--- src/hw/axis_params_pkg.sv ---
// Package: register map, field positions and timing for the axis parameters
package axis_params_pkg;
	// Register byte addresses (printed offsets are indices, address = 4*index)
	localparam logic [7:0] IDX_FREEWHEEL = 8'hCC;
	localparam logic [7:0] IDX_LOAD = 8'hCE;
	localparam logic [7:0] IDX_EXT_ERR = 8'hCF;
	localparam logic [7:0] IDX_DRV_FAULT = 8'hD0;
	localparam logic [7:0] IDX_ENC_COUNT = 8'hD1;
	localparam logic [7:0] IDX_ENC_CLEAR = 8'hD2;
	localparam logic [7:0] IDX_CHOP_STATUS = 8'hD3;
	localparam logic [9:0] ADDR_FREEWHEEL = {IDX_FREEWHEEL, 2'b00};
	localparam logic [9:0] ADDR_LOAD = {IDX_LOAD, 2'b00};
	localparam logic [9:0] ADDR_EXT_ERR = {IDX_EXT_ERR, 2'b00};
	localparam logic [9:0] ADDR_DRV_FAULT = {IDX_DRV_FAULT, 2'b00};
	localparam logic [9:0] ADDR_ENC_COUNT = {IDX_ENC_COUNT, 2'b00};
	localparam logic [9:0] ADDR_ENC_CLEAR = {IDX_ENC_CLEAR, 2'b00};
	localparam logic [9:0] ADDR_CHOP_STATUS = {IDX_CHOP_STATUS, 2'b00};
	// Driver fault field bit positions
	localparam int BIT_STALL = 0;
	localparam int BIT_OVERTEMP = 1;
	localparam int BIT_PREWARN = 2;
	localparam int BIT_SHORT_A = 3;
	localparam int BIT_SHORT_B = 4;
	localparam int BIT_OPEN_A = 5;
	localparam int BIT_OPEN_B = 6;
	localparam int BIT_STANDSTILL = 7;
	// Reset values
	localparam logic [1:0] RST_FREEWHEEL = 2'h0;
	localparam logic [31:0] RST_ENC_COUNT = 32'h00000000;
	// Standstill window in clock cycles
	localparam int STANDSTILL_LOG2 = 20;
	localparam int STANDSTILL_CYCLES = 1 << STANDSTILL_LOG2;
	// Freewheel modes
	typedef enum logic [1:0] {
		FW_NORMAL = 2'b00,
		FW_FREE = 2'b01,
		FW_SHORT_LS = 2'b10,
		FW_SHORT_HS = 2'b11
	} freewheel_e;
endpackage

--- src/hw/axis_status_encoder_params.sv ---
// Axis parameter slice: freewheel, load, error flags, encoder counter
// How it works
// - Freewheel only at standstill, zero standby, quiet mode
// - Read-only load value zero to 1023
// - Extended errors clear on read or motion
// - Fault bit1 overtemp shutdown, bit2 prewarning
// - Fault bits 3,4 short to ground A,B
// - Fault bits 5,6 open load A,B
// - Bit7 standstill after 2^20 idle cycles
// - Signed 32-bit encoder counter, readable and writable
// - Clear counter at zero pass when armed
// - Clear-on-null option self-resets after clearing
`timescale 1ns/1ps
`default_nettype none
module axis_status_encoder_params
	import axis_params_pkg::*;
#(
	parameter int STANDSTILL_WINDOW = STANDSTILL_CYCLES
) (
	input wire logic clk,
	input wire logic rst_b,
	// Classic Wishbone slave
	input wire logic wb_cyc_i,
	input wire logic wb_stb_i,
	input wire logic wb_we_i,
	input wire logic [9:0] wb_adr_i,
	input wire logic [3:0] wb_sel_i,
	input wire logic [31:0] wb_dat_i,
	output logic [31:0] wb_dat_o,
	output logic wb_ack_o,
	output logic wb_err_o,
	// Driver and motion status
	input wire logic [9:0] load_meas,
	input wire logic stall_det,
	input wire logic overtemp,
	input wire logic overtemp_warn,
	input wire logic short_a,
	input wire logic short_b,
	input wire logic open_a,
	input wire logic open_b,
	input wire logic step_pulse,
	input wire logic standby_zero,
	input wire logic quiet_pwm_active,
	input wire logic deviation_err,
	input wire logic aux_err,
	input wire logic motion_cmd,
	// Integrated encoder
	input wire logic enc_inc,
	input wire logic enc_dec,
	input wire logic enc_zero,
	// Coil stage control
	output logic [1:0] coil_mode
);
	// Refuse a window the timer cannot count
	if (STANDSTILL_WINDOW < 2) begin : g_bad_window
		$error("STANDSTILL_WINDOW must be at least 2");
	end

	logic [1:0] fw_sel_r, fw_sel_nxt;
	logic [1:0] ext_err_r, ext_err_nxt;
	logic [31:0] enc_cnt_r, enc_cnt_nxt;
	logic enc_arm_r, enc_arm_nxt;
	logic [7:0] fault_r, fault_nxt;
	logic [9:0] load_r, load_nxt;
	logic [1:0] coil_mode_r, coil_mode_nxt;
	logic [31:0] dat_r, dat_nxt;
	logic ack_r, ack_nxt;
	logic err_r, err_nxt;
	logic still;
	logic req, wr, rd, mapped;

	standstill_timer #(
		.WINDOW(STANDSTILL_WINDOW)
	) u_still (
		.clk(clk),
		.rst_b(rst_b),
		.step_pulse(step_pulse),
		.still(still)
	);

	// New request only while no answer is pending, one-cycle ack
	assign req = wb_cyc_i && wb_stb_i && !ack_r && !err_r;
	assign wr = req && wb_we_i;
	assign rd = req && !wb_we_i;

	// Address decode
	always_comb begin
		case (wb_adr_i)
			ADDR_FREEWHEEL, ADDR_LOAD, ADDR_EXT_ERR, ADDR_DRV_FAULT,
			ADDR_ENC_COUNT, ADDR_ENC_CLEAR, ADDR_CHOP_STATUS: begin
				mapped = 1'b1;
			end
			default: begin
				mapped = 1'b0;
			end
		endcase
	end

	// Bus answer and read mux; fault and load reads change nothing
	always_comb begin
		ack_nxt = req && mapped;
		err_nxt = req && !mapped;
		dat_nxt = 32'h00000000;
		if (rd) begin
			case (wb_adr_i)
				ADDR_FREEWHEEL: dat_nxt = {30'h0, fw_sel_r};
				ADDR_LOAD: dat_nxt = {22'h0, load_r};
				ADDR_EXT_ERR: dat_nxt = {30'h0, ext_err_r};
				ADDR_DRV_FAULT: dat_nxt = {24'h0, fault_r};
				ADDR_ENC_COUNT: dat_nxt = enc_cnt_r;
				ADDR_ENC_CLEAR: dat_nxt = {31'h0, enc_arm_r};
				ADDR_CHOP_STATUS: dat_nxt = {30'h0, quiet_pwm_active,
					standby_zero};
				default: dat_nxt = 32'h00000000;
			endcase
		end
	end

	// Freewheel select, written through byte lane 0
	always_comb begin
		fw_sel_nxt = fw_sel_r;
		if (wr && wb_adr_i == ADDR_FREEWHEEL && wb_sel_i[0]) begin
			fw_sel_nxt = wb_dat_i[1:0];
		end
	end

	// Coil stage: freewheel modes need standstill, zero standby, quiet pwm
	always_comb begin
		coil_mode_nxt = FW_NORMAL;
		if (still && standby_zero && quiet_pwm_active) begin
			coil_mode_nxt = fw_sel_r;
		end
	end

	// Extended errors: sticky; a new event wins over the clear
	always_comb begin
		ext_err_nxt = ext_err_r;
		if ((rd && wb_adr_i == ADDR_EXT_ERR) || motion_cmd) begin
			ext_err_nxt = 2'b00;
		end
		ext_err_nxt = ext_err_nxt | {aux_err, deviation_err};
	end

	// Driver fault snapshot; bits 0-6 follow the live driver condition, bit 7 the standstill timer
	always_comb begin
		fault_nxt = 8'h00;
		fault_nxt[BIT_STALL] = stall_det;
		fault_nxt[BIT_OVERTEMP] = overtemp;
		fault_nxt[BIT_PREWARN] = overtemp_warn;
		fault_nxt[BIT_SHORT_A] = short_a;
		fault_nxt[BIT_SHORT_B] = short_b;
		fault_nxt[BIT_OPEN_A] = open_a;
		fault_nxt[BIT_OPEN_B] = open_b;
		fault_nxt[BIT_STANDSTILL] = still;
		load_nxt = load_meas;
	end

	// Encoder counter; zero-pass clear beats a count, host write beats both
	always_comb begin
		enc_cnt_nxt = enc_cnt_r;
		enc_arm_nxt = enc_arm_r;
		if (enc_inc && !enc_dec) begin
			enc_cnt_nxt = enc_cnt_r + 32'h00000001;
		end else if (enc_dec && !enc_inc) begin
			enc_cnt_nxt = enc_cnt_r - 32'h00000001;
		end
		if (enc_arm_r && enc_zero) begin
			enc_cnt_nxt = 32'h00000000;
			enc_arm_nxt = 1'b0;
		end
		if (wr && wb_adr_i == ADDR_ENC_COUNT) begin
			for (int i = 0; i < 4; i++) begin
				if (wb_sel_i[i]) begin
					enc_cnt_nxt[i*8 +: 8] = wb_dat_i[i*8 +: 8];
				end
			end
		end
		if (wr && wb_adr_i == ADDR_ENC_CLEAR && wb_sel_i[0]) begin
			enc_arm_nxt = wb_dat_i[0];
		end
	end

	// Register all state
	always_ff @(posedge clk or negedge rst_b) begin
		if (!rst_b) begin
			fw_sel_r <= RST_FREEWHEEL;
			ext_err_r <= 2'b00;
			enc_cnt_r <= RST_ENC_COUNT;
			enc_arm_r <= 1'b0;
			fault_r <= 8'h00;
			load_r <= 10'h000;
			coil_mode_r <= FW_NORMAL;
			dat_r <= 32'h00000000;
			ack_r <= 1'b0;
			err_r <= 1'b0;
		end else begin
			fw_sel_r <= fw_sel_nxt;
			ext_err_r <= ext_err_nxt;
			enc_cnt_r <= enc_cnt_nxt;
			enc_arm_r <= enc_arm_nxt;
			fault_r <= fault_nxt;
			load_r <= load_nxt;
			coil_mode_r <= coil_mode_nxt;
			dat_r <= dat_nxt;
			ack_r <= ack_nxt;
			err_r <= err_nxt;
		end
	end

	assign wb_dat_o = dat_r;
	assign wb_ack_o = ack_r;
	assign wb_err_o = err_r;
	assign coil_mode = coil_mode_r;

	// Checks next to the logic: coil stage gating
	a_coil_gate: assert property (
		@(posedge clk) disable iff (!rst_b)
		!(still && standby_zero && quiet_pwm_active)
		|=> coil_mode == FW_NORMAL)
		else $error("coil mode left normal outside standstill");
	a_coil_follow: assert property (
		@(posedge clk) disable iff (!rst_b)
		(still && standby_zero && quiet_pwm_active)
		|=> coil_mode == $past(fw_sel_r))
		else $error("coil mode not following freewheel select");

	// Load and extended error flags
	a_load_follow: assert property (
		@(posedge clk) disable iff (!rst_b)
		1'b1 |=> load_r == $past(load_meas))
		else $error("load value not tracking measurement");
	a_ext_clear: assert property (
		@(posedge clk) disable iff (!rst_b)
		(motion_cmd && !deviation_err && !aux_err)
		|=> ext_err_r == 2'b00)
		else $error("extended errors not cleared by motion");
	a_ext_set: assert property (
		@(posedge clk) disable iff (!rst_b)
		deviation_err |=> ext_err_r[0])
		else $error("deviation event did not set its flag");

	// Driver fault bits 1-6 track the live driver levels, bit 7 the standstill timer
	a_overtemp_bit: assert property (
		@(posedge clk) disable iff (!rst_b)
		1'b1 |=> fault_r[BIT_OVERTEMP] == $past(overtemp))
		else $error("overtemp bit wrong");
	a_prewarn_bit: assert property (
		@(posedge clk) disable iff (!rst_b)
		1'b1 |=> fault_r[BIT_PREWARN] == $past(overtemp_warn))
		else $error("prewarning bit wrong");
	a_short_bits: assert property (
		@(posedge clk) disable iff (!rst_b)
		1'b1 |=> fault_r[BIT_SHORT_B:BIT_SHORT_A] ==
		$past({short_b, short_a}))
		else $error("short bits wrong");
	a_open_bits: assert property (
		@(posedge clk) disable iff (!rst_b)
		1'b1 |=> fault_r[BIT_OPEN_B:BIT_OPEN_A] ==
		$past({open_b, open_a}))
		else $error("open load bits wrong");
	a_still_bit: assert property (
		@(posedge clk) disable iff (!rst_b)
		1'b1 |=> fault_r[BIT_STANDSTILL] == $past(still))
		else $error("standstill bit not following timer");
	a_still_clear: assert property (
		@(posedge clk) disable iff (!rst_b)
		step_pulse |=> ##1 !fault_r[BIT_STANDSTILL])
		else $error("standstill bit not cleared by step");

	// Encoder counter and its clear-on-null option
	a_enc_write: assert property (
		@(posedge clk) disable iff (!rst_b)
		(wr && wb_adr_i == ADDR_ENC_COUNT && wb_sel_i == 4'hF)
		|=> enc_cnt_r == $past(wb_dat_i))
		else $error("encoder write lost");
	a_null_clear: assert property (
		@(posedge clk) disable iff (!rst_b)
		(enc_arm_r && enc_zero && !wr)
		|=> enc_cnt_r == 32'h00000000 && !enc_arm_r)
		else $error("zero pass did not clear counter and option");
	a_arm_keep: assert property (
		@(posedge clk) disable iff (!rst_b)
		(enc_arm_r && !enc_zero && !wr) |=> enc_arm_r)
		else $error("clear option dropped without a zero pass");

	// Driver fault reads leave the sticky flags alone
	a_fault_read: assert property (
		@(posedge clk) disable iff (!rst_b)
		(rd && wb_adr_i == ADDR_DRV_FAULT && !motion_cmd)
		|=> ext_err_r ==
		($past(ext_err_r) | $past({aux_err, deviation_err})))
		else $error("fault read had a side effect");

	// Bus answer is a single pulse, data zero outside it
	a_ack_pulse: assert property (
		@(posedge clk) disable iff (!rst_b)
		(wb_ack_o || wb_err_o) |=> !wb_ack_o && !wb_err_o)
		else $error("bus answer longer than one cycle");
	a_dat_idle: assert property (
		@(posedge clk) disable iff (!rst_b)
		!wb_ack_o |-> wb_dat_o == 32'h00000000)
		else $error("read data not zero outside ack");
endmodule
`default_nettype wire

--- src/hw/standstill_timer.sv ---
// Standstill detector: flags no step pulse within a cycle window
`timescale 1ns/1ps
`default_nettype none
module standstill_timer
	import axis_params_pkg::*;
#(
	parameter int WINDOW = STANDSTILL_CYCLES
) (
	input wire logic clk,
	input wire logic rst_b,
	input wire logic step_pulse,
	output logic still
);
	localparam int CW = $clog2(WINDOW + 1);
	logic [CW-1:0] cnt_r, cnt_nxt;
	logic still_r, still_nxt;

	// A window below two cycles leaves no room to count
	if (WINDOW < 2) begin : g_bad_window
		$error("standstill window too short");
	end

	// Count idle cycles; saturate so the flag stays until a step
	always_comb begin
		cnt_nxt = cnt_r;
		still_nxt = still_r;
		if (step_pulse) begin
			cnt_nxt = '0;
			still_nxt = 1'b0;
		end else if (cnt_r == CW'(WINDOW - 1)) begin
			still_nxt = 1'b1;
		end else begin
			cnt_nxt = cnt_r + CW'(1);
		end
	end

	always_ff @(posedge clk or negedge rst_b) begin
		if (!rst_b) begin
			cnt_r <= '0;
			still_r <= 1'b0;
		end else begin
			cnt_r <= cnt_nxt;
			still_r <= still_nxt;
		end
	end

	assign still = still_r;
endmodule
`default_nettype wire

--- config.mk ---
export PLATFORM = sky130hd
export DESIGN_NAME = axis_status_encoder_params
export DESIGN_NICKNAME = d
export VERILOG_FILES = /design/src/hw/axis_params_pkg.sv /design/src/hw/axis_status_encoder_params.sv /design/src/hw/standstill_timer.sv
export SDC_FILE = /design/constraint.sdc
export NUM_CORES = 1
export LEC_CHECK = 0
export BUFFER_PORTS_ARGS = -buffer_cell sky130_fd_sc_hd__buf_4
export CAP_MARGIN = 30
export CORE_MARGIN = 2
export CORE_UTILIZATION = 30
export DETAILED_ROUTE_END_ITERATION = 7
export RECOVER_POWER = 50
export SLEW_MARGIN = 20
export SYNTH_ARGS = -nofsm -noshare
export SYNTH_HDL_FRONTEND = slang
export SYNTH_SLANG_ARGS = --single-unit
--- constraint.sdc ---
create_clock -name clk -period 7 [get_ports clk]
set_input_delay 1.05 -clock clk [delete_from_list [all_inputs] [get_ports clk]]
set_output_delay 1.05 -clock clk [all_outputs]
set_load 0.01 [all_outputs]
==> results.cfg <==
[cts]
cts_resized = 0
root_buffer = clkbuf_16
cts_sinks = 113
path_clk_slew_ns = 0.05
cts_setup_buffers = 0
clockBufferDepth = 2
htree_levels = 4
cts_tree = done
clkLatencyLatePin_ns = 0.41
cts_buffers = 17
hold_buffers = 0

[synth]
synth_compound_area_frac = 0.130
synthTopCellsByArea = dfrtp_1 (51%), xnor2_1 (4.0%), and3_1 (3.8%)
synth_edf_count = 0
ys_seq_area_frac = 0.510
synth.most_common_cell = dfrtp_1
syn_area_per_cell_um2 = 10.1
syn_nets = 629
synthSimpleGateAreaFrac = 0.239
synthTopCellsByCount = dfrtp_1 (113), nand2_1 (48), nor2_1 (44), and3_1 (34), clkbuf_1 (30)
yosys.area.top_type = dfrtp_1
yosysTopAreaCellShare = 0.510
synth_top_family_by_area = simple AND/OR/NAND/NOR gates
synthAdderAreaFrac = 0.00678
synth_warnings = 0
muxShareOfSynthArea = 0.00971
synth_cell_types = 64
syn_inst = 549
ys_ff_latch = 113
synth_ff_type = dfrtp_1
postSynth.asyncResetShare = 1.00
synth-xor-area-share = 0.0775
synth_area_um2 = 5540

[power_and_ir_drop]
pwr-share-clk = 0.383
swShare = 0.303
p_sw_mw = 0.587
p_leak_nw = 3.20
power.internal_mw = 1.35
power_mw = 1.94
comb_power_share = 0.172
ir_worst_vdd_mv = 0.189
seqPwrFrac = 0.445
p_per_area_nw_per_um2 = 273

[job]
max_cap_violations = 1

[outcome]
outcome = finished, violations left
violations = max-capacitance violations, max-slew violations

[sta]
finalClockSkew_ns = 0.00718
finalSetupViolCount = 0
rsz0062_at_grt = false
period_needed_ns = 3.13
final.setup.tns_ns = 0
slew_viol_final = 47
worstMarginPinSlew_ns = 2.46
relSlewSlack = -0.640
fmax_mhz = 320
hold_violations = 0
fin_crit_sh = 0.447

[critical_path]
end_kind = asynchronous set/reset pin
cp.required_ns = 7.60
critPathKind = in -> async
cp-start-kind = input pin
cp_max_fo = 46
arrival_ns = 3.73

[drt]
final_antenna_net_count = 0
drtPass1Iterations = 5
initialDrtViolationCount = 350
via_count = 4728
routed_wl_mm = 15.0
vias_per_cell = 5.28
drt-wirelength-per-cell_um = 16.8
drc = 0

[grt]
grt_max_degree = 69
antenna_found_initial = 0
grt_pass1_wl_mm = 25.0
gr-total-overflow = 0
grt_pass1_vias = 4828
grt_util_all_layers = 0.160

[cells_and_area]
fillerInstances = 1808
fin_util = 0.393
finalNetCount = 736
stdcell_count = 896
antennaDiodeCount = 0
multiInputGateArea_um2 = 2560
drive_gt1_frac = 0.229
syn2layout_area_growth_pct = 27.9
regArea_um2 = 2830

[die]
die_w_um = 140
start_util = 0.307
dieHeight_um = 140
dieArea_um2 = 19600
rows = 49
ioPinCount = 113
core_um2 = 18000

[worst_hold_path]
min_path_type = reg -> reg

[placement]
io_buffers = 112
gp_congestion = 0.897
place_inst = 864
place_hpwl_mm = 11.0
==> routing by layer <==
layer	global-route usage	vias to the layer above	wire, um	share of wire
met5	0	-	0	0
met4	0.0605	0	350	0.023
met3	0.0431	26	976	0.065
met2	0.255	174	7270	0.48
met1	0.207	2314	6450	0.43
li1	-	2214	-	-
==> through the flow <==
| step | setup slack (ns) | cell area, um^2 | hold WS [ns] |
|---|---|---|---|
| 4_1_cts | 4.31 | 7090 | 0.453 |
| 3_3_place_gp | 3.87 | 6580 | 0.438 |
| 2_1_floorplan | 4.35 | 5540 | 0.381 |
| 3_5_place_dp | 3.87 | 6590 | 0.441 |
| 6_report | 3.87 | 7080 | 0.453 |
| 5_1_grt | 3.28 | 7080 | 0.462 |
==> state kept, by name (all words and copies together), names as in the netlist <==
name	count
load_r	10
u_still.still	1
fault_r	8
u_still.cnt_r	21
enc_arm_r	1
fw_sel_r	2
wb_err_o	1
enc_cnt_r	32
wb_dat_o	32
coil_mode	2
wb_ack_o	1
ext_err_r	2
==> cell families (layout without fill, tap and decap cells) <==
kind of cell / after synthesis / in the layout
AND/OR/NAND/NOR: 241 / 241
flip-flops: 113 / 113
AO/OA/AOI/OAI: 98 / 98
XOR/XNOR: 49 / 49
buffers and inverters: 40 / 158
multiplexers: 5 / 5
adder cells (fa/ha/maj): 3 / 3
==> critical path, cell delays in order <==
cell and delay [ns]:
clkbuf_1 1.72, buf_4 0.67, buf_12 0.27
==> power groups by stage <==
stage / Combinational, mW / Clock [mW] / Sequential, mW
finish: 0.333 / 0.742 / 0.861
global route: 0.371 / 0.795 / 0.875
CTS: 0.332 / 0.764 / 0.858
detailed placement: 0.330 / 0 / 0.869
global placement: 0.322 / 0 / 0.865
floorplan: 0.296 / 0 / 0.778
==> area by class of cell <==
type                            instances  area share
Multi-Input combinational cell        396       0.361
Inverter                                9     0.00477
Timing Repair Buffer                  119       0.123
Sequential cell                       113       0.399
Clock inverter                          7     0.00530
Clock buffer                           23      0.0661
Tap cell                              229      0.0404
==> final timing paths <==
check                                                 to                          from  slack, ns  cells after the start
max in group clk           u_still.cnt_r[19]$_DFFE_PN0P_  u_still.cnt_r[2]$_DFFE_PN0P_       4.24                      6
min in group asynchronous         wb_dat_o[30]$_DFF_PN0_                         rst_b       1.39                      1
min reg2reg                         fault_r[7]$_DFF_PN0_     u_still.still$_DFFE_PN0P_       0.45                      0
max                                  load_r[8]$_DFF_PN0_                         rst_b       3.87                      3
max reg2reg                u_still.cnt_r[19]$_DFFE_PN0P_  u_still.cnt_r[2]$_DFFE_PN0P_       4.24                      6
min                                 fault_r[7]$_DFF_PN0_     u_still.still$_DFFE_PN0P_       0.45                      0
==> cell usage in the layout (no fill, tap or decap), types with 8 or more instances in the layout <==
cell type / instances
a21oi_1: 12
a22o_1: 12
a22oi_1: 12
and3_1: 34
and4_1: 10
buf_4: 93
clkbuf_1: 11
clkbuf_16: 17
clkbuf_4: 16
dfrtp_1: 113
inv_1: 9
nand2_1: 48
nand3_1: 24
nand4_1: 17
nor2_1: 44
nor3_1: 13
nor4_1: 8
o21ai_0: 11
o21ai_1: 8
or3_1: 8
xnor2_1: 25
xor2_1: 24
Note: power is estimated with default switching activity, not from simulation.
